--- src/hdl/cim_pkg.sv ---
// shared constants and types of the channel synchronizer controller
package cim_pkg;
  localparam int CIM_NCH = 8;
  localparam int CIM_DW = 24;
  localparam int CIM_AW = 8;
  localparam int CIM_CHAN_W = 3;
  localparam int CIM_CNT_W = 16;

  localparam logic [CIM_AW-1:0] CIM_CTRL_OFF = 8'h00;
  localparam logic [CIM_AW-1:0] CIM_STAT_OFF = 8'h04;
  localparam logic [CIM_AW-1:0] CIM_CMD_OFF = 8'h08;
  localparam logic [CIM_AW-1:0] CIM_RX_OFF = 8'h0c;
  localparam logic [CIM_AW-1:0] CIM_TX_OFF = 8'h10;
  localparam logic [CIM_AW-1:0] CIM_CNT_OFF = 8'h14;

  localparam int CIM_CTRL_START_BIT = 0;
  localparam int CIM_CTRL_ABORT_BIT = 1;
  localparam int CIM_CTRL_CHAN_LSB = 4;

  localparam int CIM_STAT_BUSY_BIT = 0;
  localparam int CIM_STAT_RXF_BIT = 1;
  localparam int CIM_STAT_TXF_BIT = 2;
  localparam int CIM_STAT_IRQ_BIT = 3;
  localparam int CIM_STAT_PERR_BIT = 4;
  localparam int CIM_STAT_CHAN_LSB = 8;
  localparam int CIM_STAT_STATE_LSB = 12;

  localparam int CIM_CMD_OUT_BIT = 0;
  localparam int CIM_CMD_CHAIN_BIT = 1;
  localparam int CIM_CMD_EOI_BIT = 2;
  localparam int CIM_CMD_NOP_BIT = 3;

  localparam logic [31:0] CIM_RDATA_RST = 32'h0000_0000;

  typedef enum logic [2:0] {
    ST_IDLE,
    ST_FETCH,
    ST_NEXT,
    ST_OUT,
    ST_IN
  } cim_state_t;
endpackage

--- src/hdl/cim_grant_watch.sv ---
// trailing-edge detector for the selected grant, with flag capture
`timescale 1ns/1ps
module cim_grant_watch (
  input wire logic clock,
  input wire logic arst_n,
  input wire logic grant,
  input wire logic last_word,
  input wire logic par_err,
  output logic fall,
  output logic last_word_s,
  output logic par_err_s
);
  typedef struct packed {
    logic grant;
    logic last_word;
    logic par_err;
  } cim_gw_t;

  cim_gw_t q;
  cim_gw_t d;

  always_comb begin
    d.grant = grant;
    d.last_word = last_word;
    d.par_err = par_err;
  end

  always_ff @(posedge clock or negedge arst_n) begin
    if (!arst_n) begin
      q <= '0;
    end else begin
      q <= d;
    end
  end

  // flags as they stood in the last cycle the grant was high
  assign fall = q.grant & ~grant;
  assign last_word_s = q.last_word;
  assign par_err_s = q.par_err;
endmodule

--- src/hdl/cim_sync_ctrl.sv ---
// channel synchronizer controller: apb registers and channel bus exchange
//
// How it works
// - last-word flag sampled at grant trailing edge
// - parity error sampled at grant trailing edge
// - one request and grant line per channel
// - drop outbound request on grant, re-raise when ready
// - grant gives bus ownership, allows request drop
// - start command raises an order fetch request
// - chaining order triggers fresh fetch on completion
// - hold channel address and command whole transfer
// - last word: interrupt if end flag, chain
// - any error cancels chaining, forces interrupt
//
// Decided for this implementation: the register addresses and register access over APB.
`timescale 1ns/1ps
module cim_sync_ctrl #(
  parameter int NCH = cim_pkg::CIM_NCH,
  parameter int DW = cim_pkg::CIM_DW
) (
  input wire logic clock,
  input wire logic arst_n,
  input wire logic psel,
  input wire logic penable,
  input wire logic pwrite,
  input wire logic [cim_pkg::CIM_AW-1:0] paddr,
  input wire logic [31:0] pwdata,
  output logic [31:0] prdata,
  output logic pready,
  output logic pslverr,
  output logic [NCH-1:0] order_fetch_request,
  output logic [NCH-1:0] outbound_word_request,
  output logic [NCH-1:0] inbound_word_request,
  input wire logic [NCH-1:0] bus_grant,
  input wire logic output_valid_strobe,
  input wire logic last_word_flag,
  input wire logic parity_error,
  input wire logic [DW-1:0] cdb_in,
  output logic [DW-1:0] cdb_out,
  output logic cdb_oe,
  output logic device_irq
);
  import cim_pkg::*;

  if (NCH < 1 || NCH > 8) begin : g_nch_check
    $error("NCH must lie between 1 and 8");
  end
  if (DW < 4 || DW > 32) begin : g_dw_check
    $error("DW must lie between 4 and 32");
  end
  if (NCH > (1 << CIM_CHAN_W)) begin : g_chan_check
    $error("NCH exceeds the channel field");
  end
  if (CIM_CNT_W > 32) begin : g_cnt_check
    $error("word count wider than a register");
  end

  typedef struct packed {
    cim_state_t st;
    logic [CIM_CHAN_W-1:0] chan;
    logic [NCH-1:0] ofr;
    logic [NCH-1:0] owr;
    logic [NCH-1:0] iwr;
    logic [DW-1:0] cdb_out;
    logic cdb_oe;
    logic [DW-1:0] cmd;
    logic [DW-1:0] rx;
    logic [DW-1:0] tx;
    logic rx_full;
    logic tx_full;
    logic granted;
    logic irq;
    logic perr;
    logic order_err;
    logic [CIM_CNT_W-1:0] words;
    logic pready;
    logic pslverr;
    logic [31:0] prdata;
  } cim_reg_t;

  cim_reg_t q;
  cim_reg_t d;

  logic [NCH-1:0] sel;
  logic [NCH-1:0] hit;
  logic grant;
  logic fall;
  logic lw_s;
  logic pe_s;

  // per-channel select and grant pickup
  for (genvar i = 0; i < NCH; i++) begin : g_chan
    assign sel[i] = (q.chan == CIM_CHAN_W'(i));
    assign hit[i] = bus_grant[i] & sel[i];
  end
  assign grant = |hit;

  cim_grant_watch u_watch (
    .clock(clock),
    .arst_n(arst_n),
    .grant(grant),
    .last_word(last_word_flag),
    .par_err(parity_error),
    .fall(fall),
    .last_word_s(lw_s),
    .par_err_s(pe_s)
  );

  logic prep;
  logic commit;
  logic wr;
  logic rd;
  logic mapped;
  logic [CIM_CHAN_W-1:0] wchan;
  logic start_ok;
  logic order_end;
  logic end_err;
  logic [31:0] stat;
  logic [NCH-1:0] new_sel;
  logic done;
  logic abort_wr;
  logic stat_wr;
  logic tx_wr;
  logic rx_rd;

  always_comb begin
    d = q;
    order_end = 1'b0;
    end_err = 1'b0;
    prep = psel & penable & ~q.pready;
    commit = psel & penable & q.pready;
    wr = commit & pwrite;
    rd = commit & ~pwrite;
    stat_wr = wr && paddr == CIM_STAT_OFF;
    tx_wr = wr && paddr == CIM_TX_OFF;
    rx_rd = rd && paddr == CIM_RX_OFF;
    abort_wr = wr && paddr == CIM_CTRL_OFF && pwdata[CIM_CTRL_ABORT_BIT];
    // a fall left over from an aborted grant is no completion
    done = fall & q.granted;
    wchan = pwdata[CIM_CTRL_CHAN_LSB +: CIM_CHAN_W];
    new_sel = NCH'(1) << wchan;
    case (paddr)
      CIM_CTRL_OFF, CIM_STAT_OFF, CIM_CMD_OFF,
      CIM_RX_OFF, CIM_TX_OFF, CIM_CNT_OFF: mapped = 1'b1;
      default: mapped = 1'b0;
    endcase

    stat = '0;
    stat[CIM_STAT_BUSY_BIT] = (q.st != ST_IDLE);
    stat[CIM_STAT_RXF_BIT] = q.rx_full;
    stat[CIM_STAT_TXF_BIT] = q.tx_full;
    stat[CIM_STAT_IRQ_BIT] = q.irq;
    stat[CIM_STAT_PERR_BIT] = q.perr;
    stat[CIM_STAT_CHAN_LSB +: CIM_CHAN_W] = q.chan;
    stat[CIM_STAT_STATE_LSB +: 3] = q.st;

    // apb: access phase is two cycles, ready from a flop
    d.pready = prep;
    d.pslverr = prep & ~mapped;
    if (prep) begin
      case (paddr)
        CIM_CTRL_OFF: d.prdata = 32'(q.chan) << CIM_CTRL_CHAN_LSB;
        CIM_STAT_OFF: d.prdata = stat;
        CIM_CMD_OFF: d.prdata = 32'(q.cmd);
        CIM_RX_OFF: d.prdata = 32'(q.rx);
        CIM_TX_OFF: d.prdata = 32'(q.tx);
        CIM_CNT_OFF: d.prdata = 32'(q.words);
        default: d.prdata = CIM_RDATA_RST;
      endcase
    end

    // software clears first so hardware sets below win
    if (rx_rd) begin
      d.rx_full = 1'b0;
    end
    if (stat_wr) begin
      if (pwdata[CIM_STAT_IRQ_BIT]) begin
        d.irq = 1'b0;
      end
      if (pwdata[CIM_STAT_PERR_BIT]) begin
        d.perr = 1'b0;
      end
    end
    if (tx_wr && !q.tx_full) begin
      d.tx = pwdata[DW-1:0];
      d.tx_full = 1'b1;
    end
    start_ok = wr && paddr == CIM_CTRL_OFF && pwdata[CIM_CTRL_START_BIT] &&
               q.st == ST_IDLE && (32'(wchan) < NCH);

    case (q.st)
      ST_IDLE: begin
        if (start_ok) begin
          d.chan = wchan;
          d.ofr = new_sel;
          d.words = '0;
          d.order_err = 1'b0;
          d.granted = 1'b0;
          d.st = ST_FETCH;
        end
      end
      ST_FETCH: begin
        if (grant && !q.granted) begin
          d.granted = 1'b1;
          d.ofr = '0;
        end
        if (grant && output_valid_strobe) begin
          d.cmd = cdb_in;
        end
        if (done) begin
          d.granted = 1'b0;
          if (pe_s) begin
            end_err = 1'b1;
            order_end = 1'b1;
          end else if (lw_s || q.cmd[CIM_CMD_NOP_BIT]) begin
            order_end = 1'b1;
          end else begin
            d.st = ST_NEXT;
          end
        end
      end
      ST_NEXT: begin
        // outbound waits until software has taken rx
        if (q.cmd[CIM_CMD_OUT_BIT]) begin
          if (!q.rx_full) begin
            d.owr = sel;
            d.st = ST_OUT;
          end
        end else if (q.tx_full) begin
          d.iwr = sel;
          d.cdb_out = q.tx;
          d.st = ST_IN;
        end
      end
      ST_OUT: begin
        if (grant && !q.granted) begin
          d.granted = 1'b1;
          d.owr = '0;
        end
        if (grant && output_valid_strobe) begin
          d.rx = cdb_in;
          d.rx_full = 1'b1;
        end
        if (done) begin
          d.granted = 1'b0;
          d.words = q.words + CIM_CNT_W'(1);
          end_err = pe_s;
          if (lw_s || pe_s) begin
            order_end = 1'b1;
          end else begin
            d.st = ST_NEXT;
          end
        end
      end
      ST_IN: begin
        if (grant && !q.granted) begin
          d.granted = 1'b1;
          d.iwr = '0;
          d.cdb_oe = 1'b1;
        end
        if (done) begin
          d.granted = 1'b0;
          d.cdb_oe = 1'b0;
          d.tx_full = 1'b0;
          d.words = q.words + CIM_CNT_W'(1);
          end_err = pe_s;
          if (lw_s || pe_s) begin
            order_end = 1'b1;
          end else begin
            d.st = ST_NEXT;
          end
        end
      end
      default: begin
        d.st = ST_IDLE;
      end
    endcase

    if (end_err) begin
      d.perr = 1'b1;
      d.order_err = 1'b1;
    end

    // end of order: interrupt, chaining or error override
    if (order_end) begin
      d.st = ST_IDLE;
      if (end_err || q.order_err) begin
        d.irq = 1'b1;
      end else begin
        if (q.cmd[CIM_CMD_EOI_BIT]) begin
          d.irq = 1'b1;
        end
        if (q.cmd[CIM_CMD_CHAIN_BIT]) begin
          d.ofr = sel;
          d.words = '0;
          d.st = ST_FETCH;
        end
      end
    end

    // abort drops every request line and the bus drive at once; device_irq keeps its value
    if (abort_wr) begin
      d.st = ST_IDLE;
      d.ofr = '0;
      d.owr = '0;
      d.iwr = '0;
      d.cdb_oe = 1'b0;
      d.granted = 1'b0;
    end
  end

  always_ff @(posedge clock or negedge arst_n) begin
    if (!arst_n) begin
      q <= '0;
    end else begin
      q <= d;
    end
  end

  assign prdata = q.prdata;
  assign pready = q.pready;
  assign pslverr = q.pslverr;
  assign order_fetch_request = q.ofr;
  assign outbound_word_request = q.owr;
  assign inbound_word_request = q.iwr;
  assign cdb_out = q.cdb_out;
  assign cdb_oe = q.cdb_oe;
  assign device_irq = q.irq;
endmodule

--- config.mk ---
export PLATFORM = sky130hd
export DESIGN_NAME = cim_sync_ctrl
export DESIGN_NICKNAME = d
export VERILOG_FILES = /design/src/hdl/cim_pkg.sv /design/src/hdl/cim_grant_watch.sv /design/src/hdl/cim_sync_ctrl.sv
export SDC_FILE = /design/constraint.sdc
export NUM_CORES = 1
export LEC_CHECK = 0
export BUFFER_PORTS_ARGS = -buffer_cell sky130_fd_sc_hd__buf_2
export CORE_UTILIZATION = 25
export CTS_CLUSTER_DIAMETER = 50
export DETAILED_ROUTE_END_ITERATION = 8
export PLACE_DENSITY_LB_ADDON = 0.08
export SKIP_CTS_REPAIR_TIMING = 1
export SLEW_MARGIN = 30
export SYNTH_ARGS = -nofsm -noshare
export SYNTH_HDL_FRONTEND = slang
export SYNTH_SLANG_ARGS = --single-unit
--- constraint.sdc ---
create_clock -name clock -period 4.4 [get_ports clock]
set_input_delay 0.88 -clock clock [delete_from_list [all_inputs] [get_ports clock]]
set_output_delay 0.88 -clock clock [all_outputs]
set_load 0.1 [all_outputs]
==> impl_metrics.yaml <==
outcome:
  run_status: "complete, no violations"
sta:
  fin_crit_ps: 2888
  worstMarginPinSlew_ps: 839.8
  fin_skew_ps: 17.68
  maxSlewViolCount: 0
  rsz0062_at_grt: "false"
  slew_headroom: 0.4401
  finalCritPeriodShare: 0.6563
  finalSetupTns_ps: 0
  finalHoldViolations: 0
  setup_viol: 0
  holdWs_ps: 412.8
  fmax_mhz: 346.3
hold_path:
  hp-class: "primary input to asynchronous set/reset pin"
route:
  dr.first_iter.drc_count: 358
  routed_wl_um: 27510
  post-route-drc-count: 0
  drt-pass1-iter-count: 7
  avgViaCountPerCell: 4.827
  drtAntennaViolNets: 0
  vias: 6396
  wl_per_cell_um: 20.76
setup_path:
  crit_path_end_kind: "register"
  critPathLaunchType: "primary input"
  r2r-start: "q[180]$_DFFE_PN0P_"
  worst_ep_arrival_time_ps: 3210
  worstPathRequired_ps: 4720
  crit_start: "paddr[7]"
  worst-path-max-fanout: 15
  worstSetupPathType: "primary input to register"
global_routing:
  grt_util_met3: 0.02717
  grt_max_degree: 74
  grtUsageMet2: 0.2422
  gr-max-usage-layer: "met2"
  grt_pass1_wl_um: 42230
  grt_pass1_vias: 6457
  grt_use_met1: 0.2207
  grt_use_total: 0.1560
  antenna_found_initial: 0
  overflow: 0
clock_network:
  htreeDepth: 4
  clock-sinks: 178
  clkLatencyLatePin_ps: 450
  cts_tree: "done"
  cts_made_buffers: 17
  cts_root_buf: "clkbuf_16"
  cts.clk_slew.worst_paths_ps: 70
  ctsLongestPathBuffers: 2
synthesis:
  synth_top_area_share: 0.4964
  yosysMostFrequentCell: "dfrtp_1"
  synth.area.top_cells: "dfrtp_1, mux2_2, buf_4, a22o_1, nand2_1"
  avgSynthCellArea_um2: 11.39
  synth_area_um2: 8972
  synth-seq-cells: 178
  synth_cell_type_count: 60
  synthFlopType: "dfrtp_1"
  synthArstFlopShare: 1.000
  yosysWarnings: 0
  synth_edf_count: 0
  synth_seq_area_share: 0.4964
  synth_cells: 788
  synth_area_leader_cell: "dfrtp_1"
  ys_top_cells_by_count: "dfrtp_1, mux2_2, buf_4"
cells_and_area:
  area_delta_synth_final_pct: 15.06
  fin_nets: 933
  post-route-util: 0.2909
  layout-drive-gt1-share: 0.3993
  final_cells: 1325
  antenna_cells: 0
placement:
  gp_congestion: 0.7502
  dp_hpwl_um: 19350
  place_inst: 1294
  port_buffers: 147
die:
  core_area_um2: 35480
  die_h_um: 191.4
  fp.dieW_um: 191.4
  initial_core_util: 0.2529
  rows: 69
  dieArea_um2: 36650
  io_pins: 164
run:
  max_cap_violations: 0
power_and_ir_drop:
  power.total_mw: 5.140
  internal_power_mw: 3.352
  power_frac_comb: 0.257
  pwr-share-clk: 0.322
  power_frac_seq: 0.421
  irDropWorstVdd_mv: 0.2853
  swShare: 0.3479
  leakagePower_nw: 4.887
  powerDensity_nw_per_um2: 497.9
  p_switching_mw: 1.788
-- state kept, by name, indices dropped and copies added (netlist names) --
| signal | flops |
|---|---|
| inbound_word_request | 8 |
| cdb_oe | 1 |
| u_watch.q | 1 |
| u_watch.last_word_s | 1 |
| device_irq | 1 |
| u_watch.par_err_s | 1 |
| outbound_word_request | 8 |
| pslverr | 1 |
| prdata | 24 |
| pready | 1 |
| order_fetch_request | 8 |
| cdb_out | 24 |
| q | 99 |
-- worst max-delay path, stage by stage --
cell and delay [ps]:
buf_2 100, or4_1 620, nor4_1 490, and2_1 230
nor3b_4 200, buf_4 320, mux2_2 370
-- final timing paths --
kind / endpoint / slack (ps) / cells past startpoint
min reg2reg: q[51]$_DFFE_PN0P_ / 480 / 1
max in group asynchronous: q[43]$_DFF_PN0_ / 3060 / 2
min: inbound_word_request[3]$_DFFE_PN0P_ / 410 / 1
max reg2reg: cdb_out[23]$_DFFE_PN0P_ / 1520 / 4
max: q[63]$_DFFE_PN0P_ / 1510 / 7
min in group clock: q[51]$_DFFE_PN0P_ / 480 / 1
-- final cells by class --
class,count,area [µm²]
Sequential cell,178,4454
Clock inverter,12,168.9
Inverter,5,18.77
Fill cell,3702,25160
Multi-Input combinational cell,478,3707
Timing Repair Buffer,172,944.7
Tap cell,461,576.8
Clock buffer,19,452.9
-- through the flow --
step,cell area (µm²),setup slack [ps]
floorplan,8999,1388
global placement,9702,1019
detailed placement,9702,1041
CTS,10320,1442
global route,10320,1300
finish,10320,1512
-- power groups by stage --
stage | logic, mW | clock network (mW) | registers [mW]
after floorplan | 1.08 | 0 | 2.14
after global placement | 1.33 | 0 | 2.20
after detailed placement | 1.34 | 0 | 2.20
after CTS | 1.34 | 1.73 | 2.17
after global routing | 1.43 | 1.77 | 2.21
final | 1.32 | 1.65 | 2.16
-- per-layer routing --
layer | up-vias | part of all wire
li1 | 2958 | -
met1 | 3313 | 0.49
met2 | 109 | 0.47
met3 | 16 | 0.028
met4 | 0 | 0.012
met5 | - | 0
-- cell usage in the layout (no fill, tap or decap), types with 12 or more instances in the layout --
master and n:
o21ai_0 28, nand2_1 47, mux2_2 126, a31oi_1 12, a21o_1 16, a22o_1 23, nor2_1 23, dfrtp_1 178
buf_4 24, buf_2 146, clkbuf_16 17, a21oi_1 33, a222oi_1 12
-- logic make-up (layout without fill, tap and decap cells) --
kind of cell / count (synthesis) / count (layout) / synth area share
AOI/OAI and AO/OA: 179 / 179 / 0.1480
adders and majority gates: 1 / 1 / 0.001394
buffers and inverters: 139 / 208 / 0.09385
DFF: 178 / 178 / 0.4964
muxes: 127 / 127 / 0.1593
other: 1 / 8 / 0.0004180
and+or+nand+nor: 163 / 163 / 0.1007
Note: power is estimated with default switching activity, not from simulation.
